$ cat src/rtl/irq_ctrl_regs.svh
`ifndef IRQ_CTRL_REGS_SVH
`define IRQ_CTRL_REGS_SVH

// ----------------------------------------
// Sizes and reset values
// ----------------------------------------
`define NUM_SRC 32
`define SRC_IDX_W 5
`define VEC_W 32
`define PRIO_W 3
`define STACK_DEPTH 8
`define PTR_W 4
`define PRIO_MAX 3'h7
`define VEC_RESET 32'h00000000
`define FORCE_RESET 32'h00000000
// Source type encoding: bit1 = polarity high, bit0 = edge
`define TYPE_EDGE_BIT 0
`define TYPE_HIGH_BIT 1

`endif

$ cat src/rtl/irq_ctrl_pkg.sv
package irq_ctrl_pkg;
  typedef logic [31:0] src_vec_t;
  typedef logic [31:0] vector_t;
  typedef logic [2:0] prio_t;

  // Per-source mode: priority field and two-bit source type
  typedef struct packed {
    logic [1:0] src_type;
    prio_t priority_field;
  } source_mode_s;

  // Register-port access strobes from the core
  typedef struct packed {
    logic normal_vector_rd;
    logic normal_vector_wr;
    logic fast_vector_rd;
    logic end_of_irq_wr;
    logic force_enable_wr;
    logic force_disable_wr;
    logic clear_wr;
    logic enable_wr;
    logic disable_wr;
  } access_s;

  typedef enum logic [1:0] {
    ST_IDLE = 2'b00,
    ST_HELD = 2'b01
  } ack_state_e;
endpackage : irq_ctrl_pkg

$ cat src/rtl/src_qualify.sv
`timescale 1ns/1ns
`include "irq_ctrl_regs.svh"
// Per-source edge or level qualification with pin synchroniser
module src_qualify (
  input wire logic clk_i,
  input wire logic rst_n_i,
  input wire logic raw_i,
  input wire logic [1:0] src_type_i,
  output logic level_o,
  output logic edge_o
);
  logic s1_q, s2_q, s3_q;
  logic prev_q;
  logic active_lvl;

  // Three-stage synchroniser; change counts when stages 2 and 3 agree
  always_ff @(posedge clk_i) begin
    if (!rst_n_i) begin
      s1_q <= 1'b0;
      s2_q <= 1'b0;
      s3_q <= 1'b0;
      prev_q <= 1'b0;
    end else begin
      s1_q <= raw_i;
      s2_q <= s1_q;
      s3_q <= s2_q;
      prev_q <= (s2_q == s3_q) ? s3_q : prev_q;
    end
  end

  // Stable value flips polarity for low-active types
  assign active_lvl = ((s2_q == s3_q) ? s3_q : prev_q) ~^ src_type_i[`TYPE_HIGH_BIT];
  assign level_o = active_lvl;
  assign edge_o = active_lvl & ~(prev_q ~^ src_type_i[`TYPE_HIGH_BIT]);
endmodule : src_qualify

$ cat src/rtl/prio_stack.sv
`timescale 1ns/1ns
`include "irq_ctrl_regs.svh"
// Priority-level stack with current level and source
module prio_stack (
  input wire logic clk_i,
  input wire logic rst_n_i,
  input wire logic push_i,
  input wire irq_ctrl_pkg::prio_t push_prio_i,
  input wire logic [`SRC_IDX_W-1:0] push_src_i,
  input wire logic pop_i,
  output logic active_o,
  output irq_ctrl_pkg::prio_t level_o,
  output logic [`SRC_IDX_W-1:0] src_o
);
  import irq_ctrl_pkg::*;
  prio_t lvl_q [`STACK_DEPTH];
  logic [`SRC_IDX_W-1:0] src_q [`STACK_DEPTH];
  logic [`PTR_W-1:0] ptr_q;
  logic [`PTR_W-1:0] top;

  assign top = ptr_q - `PTR_W'(1);
  assign active_o = (ptr_q != '0);
  assign level_o = active_o ? lvl_q[top[2:0]] : '0;
  assign src_o = active_o ? src_q[top[2:0]] : '0;

  // Push wins when both arrive together unless the stack is full; a full stack drops the push and the pop proceeds
  always_ff @(posedge clk_i) begin
    if (!rst_n_i) begin
      ptr_q <= '0;
    end else if (push_i && ptr_q != `PTR_W'(`STACK_DEPTH)) begin
      lvl_q[ptr_q[2:0]] <= push_prio_i;
      src_q[ptr_q[2:0]] <= push_src_i;
      ptr_q <= ptr_q + `PTR_W'(1);
    end else if (pop_i && active_o) begin
      ptr_q <= top;
    end
  end
endmodule : prio_stack

$ cat src/rtl/fast_irq_ctrl.sv
`timescale 1ns/1ns
`include "irq_ctrl_regs.svh"
// Behaviour
// - Fast vector read clears source 0 only when edge triggered, dropping fast line
// - Force enable and disable writes set or clear force status bits
// - Forced source still qualified but never raises normal request nor wins priority
// - Forced level source asserts fast line while active level sampled
// - Forced edge source asserts fast line when active edge detected
// - Forcing never changes the source 0 pending bit
// - Fast vector read always returns source vector 0
// - With forcing in use, fast vector read leaves source 0 pending
// - Normal vector read never clears a forced source
// - Source 0 keeps normal fast operation and contributes to fast line
// - Protect enable set to one selects protect mode
// - Normal mode vector read computes, returns, records, pushes and acknowledges
// - Protect mode read only computes, returns, records; write pushes and acknowledges
// - Protect mode stacking and current-source update happen on vector write
// - Protect mode reads alone leave context and current source unchanged
// - Normal mode vector write has no effect
// - Vector read with nothing pending returns spurious vector
// - Global mask holds both request lines inactive
// - End of interrupt pops current level, restoring previous
// - Normal sources have priority zero to seven; source 0 ignores it
module fast_irq_ctrl (
  input wire logic clk_i,
  input wire logic rst_n_i,
  input wire irq_ctrl_pkg::src_vec_t src_raw_i,
  input wire irq_ctrl_pkg::source_mode_s [`NUM_SRC-1:0] source_mode_i,
  input wire irq_ctrl_pkg::vector_t [`NUM_SRC-1:0] source_vector_i,
  input wire irq_ctrl_pkg::vector_t spurious_vector_i,
  input wire irq_ctrl_pkg::access_s access_i,
  input wire irq_ctrl_pkg::src_vec_t wdata_i,
  input wire logic protect_enable_i,
  input wire logic global_mask_i,
  output logic normal_req_n_o,
  output logic fast_req_n_o,
  output logic wake_o,
  output irq_ctrl_pkg::vector_t normal_vector_port_o,
  output irq_ctrl_pkg::vector_t fast_vector_read_o,
  output irq_ctrl_pkg::src_vec_t force_status_o,
  output irq_ctrl_pkg::src_vec_t pending_status_o,
  output irq_ctrl_pkg::src_vec_t enable_status_o,
  output logic [`SRC_IDX_W-1:0] current_source_status_o
);
  import irq_ctrl_pkg::*;

  // ----------------------------------------
  // Source qualification
  // ----------------------------------------
  src_vec_t lvl, edg, is_edge;
  src_vec_t force_q, pend_q, en_q;
  logic [`SRC_IDX_W-1:0] rec_src_q, cur_src_q;
  prio_t rec_prio_q;
  logic rec_valid_q;
  logic normal_q, fast_q, wake_q;
  vector_t nvec_q, fvec_q;

  for (genvar i = 0; i < `NUM_SRC; i++) begin : g_src
    src_qualify u_q (
      .clk_i(clk_i),
      .rst_n_i(rst_n_i),
      .raw_i(src_raw_i[i]),
      .src_type_i(source_mode_i[i].src_type),
      .level_o(lvl[i]),
      .edge_o(edg[i])
    );
    assign is_edge[i] = source_mode_i[i].src_type[`TYPE_EDGE_BIT];
  end

  // ----------------------------------------
  // Priority resolution over normal sources
  // ----------------------------------------
  // Bit 0 and forced sources are kept out of the normal pool
  function automatic logic [`SRC_IDX_W:0] pick(input src_vec_t cand,
      input source_mode_s [`NUM_SRC-1:0] m);
    logic [`SRC_IDX_W:0] best;
    best = '0;
    for (int k = 1; k < `NUM_SRC; k++) begin
      if (cand[k] && (!best[`SRC_IDX_W] ||
          m[k].priority_field > m[best[`SRC_IDX_W-1:0]].priority_field)) begin
        best = {1'b1, `SRC_IDX_W'(k)};
      end
    end
    return best;
  endfunction : pick

  logic stk_active;
  prio_t stk_level;
  logic [`SRC_IDX_W-1:0] stk_src;
  src_vec_t normal_cand;
  logic [`SRC_IDX_W:0] winner;
  logic win_valid, win_above;
  prio_t win_prio;

  assign normal_cand = pend_q & en_q & ~force_q & ~src_vec_t'(1);
  assign winner = pick(normal_cand, source_mode_i);
  assign win_prio = source_mode_i[winner[`SRC_IDX_W-1:0]].priority_field;
  assign win_valid = winner[`SRC_IDX_W];
  assign win_above = win_valid && (!stk_active || win_prio > stk_level);

  // ----------------------------------------
  // Vector access decode
  // ----------------------------------------
  logic nrd, nwr, frd, ack, rd_ack, wr_ack;
  logic force_used;
  assign nrd = access_i.normal_vector_rd;
  assign nwr = access_i.normal_vector_wr;
  assign frd = access_i.fast_vector_rd;
  assign rd_ack = nrd && !protect_enable_i && win_above;
  assign wr_ack = nwr && protect_enable_i && rec_valid_q;
  assign ack = rd_ack || wr_ack;
  assign force_used = |(force_q & ~src_vec_t'(1));

  // Pending clear on acknowledge: edge and not forced only
  src_vec_t ack_clr, fast_clr, pend_set, pend_clr;
  assign ack_clr = ack ? ((src_vec_t'(1) << (rd_ack ? winner[`SRC_IDX_W-1:0] : rec_src_q))
      & is_edge & ~force_q) : '0;
  assign fast_clr = (frd && is_edge[0] && !force_used) ? src_vec_t'(1) : '0;
  assign pend_set = (is_edge & edg) | (~is_edge & lvl);
  assign pend_clr = ack_clr | fast_clr | (access_i.clear_wr ? wdata_i : '0) | (~is_edge & ~lvl);

  prio_stack u_stack (
    .clk_i(clk_i),
    .rst_n_i(rst_n_i),
    .push_i(ack),
    .push_prio_i(rd_ack ? win_prio : rec_prio_q),
    .push_src_i(rd_ack ? winner[`SRC_IDX_W-1:0] : rec_src_q),
    .pop_i(access_i.end_of_irq_wr),
    .active_o(stk_active),
    .level_o(stk_level),
    .src_o(stk_src)
  );

  // ----------------------------------------
  // State registers
  // ----------------------------------------
  // Pending set beats clear so a same-cycle event is kept; for force and enable bits the clear write wins
  always_ff @(posedge clk_i) begin
    if (!rst_n_i) begin
      force_q <= `FORCE_RESET;
      pend_q <= '0;
      en_q <= '0;
    end else begin
      force_q <= (force_q | (access_i.force_enable_wr ? wdata_i : '0))
          & ~(access_i.force_disable_wr ? wdata_i : '0);
      pend_q <= (pend_q & ~pend_clr) | pend_set;
      en_q <= (en_q | (access_i.enable_wr ? wdata_i : '0)) & ~(access_i.disable_wr ? wdata_i : '0);
    end
  end

  // Recorded interrupt: any normal vector read records, protect reads included
  always_ff @(posedge clk_i) begin
    if (!rst_n_i) begin
      rec_valid_q <= 1'b0;
      rec_src_q <= '0;
      rec_prio_q <= '0;
      cur_src_q <= '0;
    end else begin
      if (nrd) begin
        rec_valid_q <= win_above;
        rec_src_q <= winner[`SRC_IDX_W-1:0];
        rec_prio_q <= win_prio;
      end else if (wr_ack) begin
        rec_valid_q <= 1'b0;
      end
      cur_src_q <= ack ? (rd_ack ? winner[`SRC_IDX_W-1:0] : rec_src_q)
          : (access_i.end_of_irq_wr ? stk_src : cur_src_q);
    end
  end

  // ----------------------------------------
  // Request lines and read data
  // ----------------------------------------
  logic fast_cond, normal_cond, any_cond;
  assign fast_cond = (pend_q[0] & en_q[0]) | |(force_q & en_q & lvl & ~is_edge)
      | |(force_q & en_q & pend_q & is_edge);
  assign normal_cond = win_above && !(ack);
  assign any_cond = fast_cond | normal_cond;

  // Outputs registered; mask holds both lines high but not wake
  always_ff @(posedge clk_i) begin
    if (!rst_n_i) begin
      normal_q <= 1'b1;
      fast_q <= 1'b1;
      wake_q <= 1'b0;
      nvec_q <= `VEC_RESET;
      fvec_q <= `VEC_RESET;
    end else begin
      normal_q <= !(normal_cond && !global_mask_i);
      fast_q <= !(fast_cond && !global_mask_i && !(|fast_clr));
      wake_q <= any_cond;
      if (nrd) begin
        nvec_q <= win_above ? source_vector_i[winner[`SRC_IDX_W-1:0]] : spurious_vector_i;
      end
      if (frd) begin
        fvec_q <= source_vector_i[0];
      end
    end
  end

  assign normal_req_n_o = normal_q;
  assign fast_req_n_o = fast_q;
  assign wake_o = wake_q;
  assign normal_vector_port_o = nvec_q;
  assign fast_vector_read_o = fvec_q;
  assign force_status_o = force_q;
  assign pending_status_o = pend_q;
  assign enable_status_o = en_q;
  assign current_source_status_o = cur_src_q;

  // ----------------------------------------
  // Checks
  // ----------------------------------------
  chk_mask_holds: assert property (@(posedge clk_i) disable iff (!rst_n_i)
    $past(global_mask_i) |-> (normal_req_n_o && fast_req_n_o)) else $error("mask did not hold lines");
  chk_fast_vec: assert property (@(posedge clk_i) disable iff (!rst_n_i)
    frd |=> fast_vector_read_o == $past(source_vector_i[0])) else $error("fast vector not source 0");
  chk_protect_read: assert property (@(posedge clk_i) disable iff (!rst_n_i)
    (nrd && protect_enable_i && !nwr) |=> $stable(u_stack.ptr_q)) else $error("protect read stacked");
  chk_normal_write: assert property (@(posedge clk_i) disable iff (!rst_n_i)
    (nwr && !protect_enable_i && !nrd && !access_i.end_of_irq_wr) |=> $stable(u_stack.ptr_q))
    else $error("normal write stacked");
  chk_spurious_ret: assert property (@(posedge clk_i) disable iff (!rst_n_i)
    (nrd && !win_above) |=> normal_vector_port_o == $past(spurious_vector_i)) else $error("no spurious");
  chk_force_excl: assert property (@(posedge clk_i) disable iff (!rst_n_i)
    win_valid |-> !force_q[winner[`SRC_IDX_W-1:0]]) else $error("forced source won priority");
  chk_force_set: assert property (@(posedge clk_i) disable iff (!rst_n_i)
    (access_i.force_enable_wr && !access_i.force_disable_wr) |=> ((force_q & $past(wdata_i)) == $past(wdata_i)))
    else $error("force bit not set");
  chk_fast_clear: assert property (@(posedge clk_i) disable iff (!rst_n_i)
    (frd && force_used && !access_i.clear_wr && pend_q[0] && is_edge[0]) |=> pend_q[0])
    else $error("fast read cleared under forcing");
  chk_eoi_pop: assert property (@(posedge clk_i) disable iff (!rst_n_i)
    (access_i.end_of_irq_wr && !ack && stk_active) |=> u_stack.ptr_q == $past(u_stack.ptr_q) - 4'h1)
    else $error("end of irq did not pop");
  // With no source forced, edge fast source drops its pending bit after a fast read, unless a new edge lands
  chk_fast_rd_clr: assert property (@(posedge clk_i) disable iff (!rst_n_i)
    (frd && is_edge[0] && !force_used && !edg[0]) |=> !pending_status_o[0])
    else $error("fast read left edge source 0 pending");
  // Any unmasked contributor must show on the fast line one cycle later, outside a fast read
  chk_fast_line: assert property (@(posedge clk_i) disable iff (!rst_n_i)
    (fast_cond && !global_mask_i && !frd) |=> !fast_req_n_o)
    else $error("fast line not asserted");
  // End of interrupt restores the stacked source as the current one
  chk_eoi_restore: assert property (@(posedge clk_i) disable iff (!rst_n_i)
    (access_i.end_of_irq_wr && !ack) |=> current_source_status_o == $past(stk_src))
    else $error("end of irq did not restore source");
  cov_forced_fast: cover property (@(posedge clk_i) force_used && !fast_req_n_o);
  cov_forced_edge: cover property (@(posedge clk_i) |(force_q & is_edge & pend_q));
  cov_fast_read: cover property (@(posedge clk_i) frd && !force_used);
  cov_protect_ack: cover property (@(posedge clk_i) wr_ack);
  cov_spurious: cover property (@(posedge clk_i) nrd && !win_above);
endmodule : fast_irq_ctrl

$ cat config.mk
export PLATFORM = sky130hd
export DESIGN_NAME = fast_irq_ctrl
export DESIGN_NICKNAME = d
export VERILOG_FILES = /design/src/rtl/irq_ctrl_pkg.sv /design/src/rtl/src_qualify.sv /design/src/rtl/prio_stack.sv /design/src/rtl/fast_irq_ctrl.sv
export VERILOG_INCLUDE_DIRS = /design/src /design/src/rtl
export SDC_FILE = /design/constraint.sdc
export NUM_CORES = 2
export LEC_CHECK = 0
export BUFFER_PORTS_ARGS = -buffer_cell sky130_fd_sc_hd__clkbuf_2
export CAP_MARGIN = 20
export CELL_PAD_IN_SITES_DETAIL_PLACEMENT = 0
export CELL_PAD_IN_SITES_GLOBAL_PLACEMENT = 1
export CORE_AREA = 2 2 561 563
export CTS_BUF_LIST = sky130_fd_sc_hd__clkbuf_2
export CTS_CLUSTER_DIAMETER = 150
export DETAILED_ROUTE_END_ITERATION = 16
export DIE_AREA = 0 0 563 565
export PLACE_DENSITY = 0.5
export SLEW_MARGIN = 20
export SYNTH_ARGS = -nofsm -noshare
export SYNTH_HDL_FRONTEND = slang
export SYNTH_SLANG_ARGS = --single-unit
$ cat constraint.sdc
create_clock -name clk_i -period 72.7 [get_ports clk_i]
set_input_delay 7.27 -clock clk_i [delete_from_list [all_inputs] [get_ports clk_i]]
set_output_delay 7.27 -clock clk_i [all_outputs]
set_load 0.01 [all_outputs]
==> impl_metrics.ini <==
[outcome]
outcome = finished, violations left
violations = capacitance limit, slew limit

[global_routing]
grt_pass1_vias = 63034
grt_overflow_total = 0
grt_pass1_wl_um = 637000
grt_max_degree = 121
grtUsageTotal_pct = 30.2
antenna_found_initial = 189

[flow_run]
cap_violations = 1

[detailed_routing]
wl_um = 513000
drc = 0
met2WireLength_um = 222000
viasPerCell = 5.16
ant_nets = 0
detail_route.wl_per_cell_um = 39.1
first_pass_iters = 6
wl_met1_um = 201000
highest_layer = met5
route.met3.wl_um = 51800
drt_iter0_drc = 7718
vias = 67710

[floorplan]
start_util_pct = 13.6
die_x_um = 563
num_rows = 205
core_um2 = 311000
die_height_um = 565
io_pins = 1461
die_area_um2 = 318000

[clocking]
clk_path_buf_depth = 3
cts_buffers = 107
holdBufCountCts = 0
cts_tree = built
clockRootBuffer = clkbuf_2
cts.sinks = 373
insertion_delay_ps = 1370
htreeDepth = 3
path_clk_slew_ps = 130

[worst_hold_path]
hold_end = g_src[31].u_q.s2_q$_SDFF_PN0_
min-delay-start = g_src[31].u_q.s1_q$_SDFF_PN0_
hp-class = flip-flop to flip-flop
min_path_cells = 1

[sta]
timing.final.crit_share_pct = 98.5
tightestPinTransition_ps = 1550
fmax_ghz = 0.0140
fin_skew_ps = 174
maxSlewViolCount = 8
hold_violations = 0
hold_ws_ps = 403
rsz0062_at_grt = yes
tns_ps = 0
setup_violations = 0
relSlewSlack_pct = -3.75
finalCriticalPeriod_ps = 71630

[synth]
synth-edff-count = 64
synth-main-ff-cell = dfxtp_1
async_flop_share_pct = 0
synth_area_per_cell_um2 = 6.84
synth_area_um2 = 42300
yosysSeqAreaShare_pct = 19.2
synth-seq-cells = 373
synth_cells = 6189
synth_fp_nets = 7577
yosys_warnings = 0
synth_cell_types = 113

[power_and_ir_drop]
power.density_cell_area_nw_per_um2 = 38.2
power_uw = 2750
ir_drop_uv = 26.8
cellLeakagePower_uw = 0.0324

[placement]
placed_cell_area_um2 = 64900
gp_congestion = 1.03
io_buffers = 1460
dp_hpwl_um = 412000
place_inst = 12655

[cells_and_area]
final_common_cell = clkbuf_2
areaGrowthSynthToFinish_pct = 69.8
fin_area_um2 = 71900
nFillCells = 35254
drive_gt1_share_pct = 44.9
layout_common_cells = 1611 x clkbuf_2, 1409 x buf_4, 1222 x nand2_1
stdcell_count = 13123
layout.nets = 10213

[worst_setup_path]
r2r_start = force_status_o[1]$_SDFF_PN0_
cp.arrival_ps = 72820
cp_data_required_time_ps = 73890
setup.worst_path.start_class = primary input
r2r_end = normal_vector_port_o[21]$_SDFFE_PN0P_
crit_path_max_incr_delay_ps = 530
crit_top_cell = buf_4
critPathTopFamily = compound AO/OA/AOI/OAI gates
critical_path_class = primary input to flip-flop
cp-end-kind = flip-flop
crit_cells = 378
rrSetupSlack_ps = 5980
slowest_stage = or4_1
worst-path-buf-inv = 60
r2r_cells = 377
critical_path.max_fanout = 16
[routing by layer]
metal	GRT usage (%)	vias up
li1	-	28549
met5	0	-
met4	18.5	74
met2	46.7	4529
met1	36.4	33359
met3	9.45	1199
[Yosys cell counts (41+ instances only)]
master | count | area (µm²)
nand2_1 | 1271 | 4770
a21oi_1 | 511 | 2560
nor2_1 | 442 | 1660
clkbuf_1 | 357 | 1340
mux2i_1 | 344 | 3440
nand3_1 | 322 | 1610
dfxtp_1 | 309 | 6190
o21ai_0 | 225 | 1130
o211ai_1 | 154 | 1160
a31oi_1 | 145 | 907
and2_1 | 145 | 907
nor3_1 | 137 | 686
a211oi_1 | 136 | 1020
buf_2 | 133 | 666
o22ai_1 | 109 | 682
a221oi_1 | 105 | 920
ha_1 | 95 | 1190
o221ai_1 | 89 | 780
o21a_1 | 66 | 495
edfxtp_1 | 64 | 1920
nor2b_1 | 62 | 388
and3_1 | 54 | 338
inv_1 | 54 | 203
a22oi_1 | 52 | 390
nor4_1 | 41 | 257
[sequential cells by signal, indices dropped and copies added (netlist names), 3 cells and up]
name                     count
current_source_status_o      5
enable_status_o             32
fast_vector_read_o          32
force_status_o              32
g_src.u_q.prev_q            32
g_src.u_q.s1_q              32
g_src.u_q.s2_q              32
g_src.u_q.s3_q              32
normal_vector_port_o        32
pending_status_o            32
rec_prio_q                   3
rec_src_q                    5
u_stack.lvl_q               24
u_stack.ptr_q                4
u_stack.src_q               40
[repair_timing]
item / CTS / global route
gates resized for setup: 94 / 815
endpoints found under the hold margin: 0 / 0
setup endpoints to repair: 204 / 212
pin swaps: 21 / 344
buffers inserted: 17 / 179
cloned: 1 / 13
[stage by stage]
| step | utilization [%] | setup slack [ps] |
|---|---|---|
| floorplan | - | 1.31 |
| global placement | 20.8 | -4580 |
| detailed placement | 20.8 | -4480 |
| CTS | 21.3 | 1.78 |
| global route | 23.0 | -1410 |
| finish | 23.1 | 1070 |
[area by class of cell]
cell class | instances | area (µm²) | share of cell area, %
inverter | 63 | 243 | 0.338
antenna | 74 | 185 | 0.258
sequential | 373 | 8110 | 11.3
clock buffer | 158 | 791 | 1.10
multi-input combinational | 5195 | 35700 | 49.7
tap | 4140 | 5180 | 7.21
timing repair buffer | 3085 | 21300 | 29.7
clock inverter | 35 | 313 | 0.435
[report_power, final]
part           internal (µW)  leakage (µW)  switching (µW)  total [µW]
logic                    894        0.0285            1410        2300
clock network           76.0      0.000810             117         193
registers                234       0.00313            16.9         251
[logic make-up (layout without fill, tap and decap cells)]
family	Yosys count	in the layout	share of synthesized area, %
and+or+nand+nor	2615	2615	27.6
AOI/OAI and AO/OA	2023	2026	32.8
buffers and inverters	624	3341	6.29
muxes	385	385	9.79
DFF	373	373	19.2
adders and majority gates	127	127	3.57
xor gates and xnor gates	42	42	0.869
other	0	74	0
[worst max path at each step]
stage                           from                                     to  slack (ps)
floorplan           source_mode_i[2]          u_stack.lvl_q[0][0]$_DFFE_PP_           1
global route        source_mode_i[0]   normal_vector_port_o[8]$_SDFFE_PN0P_       -1410
finish              source_mode_i[6]  normal_vector_port_o[21]$_SDFFE_PN0P_        1070
detailed placement  source_mode_i[1]   normal_vector_port_o[8]$_SDFFE_PN0P_       -4480
global placement    source_mode_i[1]   normal_vector_port_o[8]$_SDFFE_PN0P_       -4580
CTS                 source_mode_i[1]   normal_vector_port_o[8]$_SDFFE_PN0P_           2
Note: power is estimated with default switching activity, not from simulation.
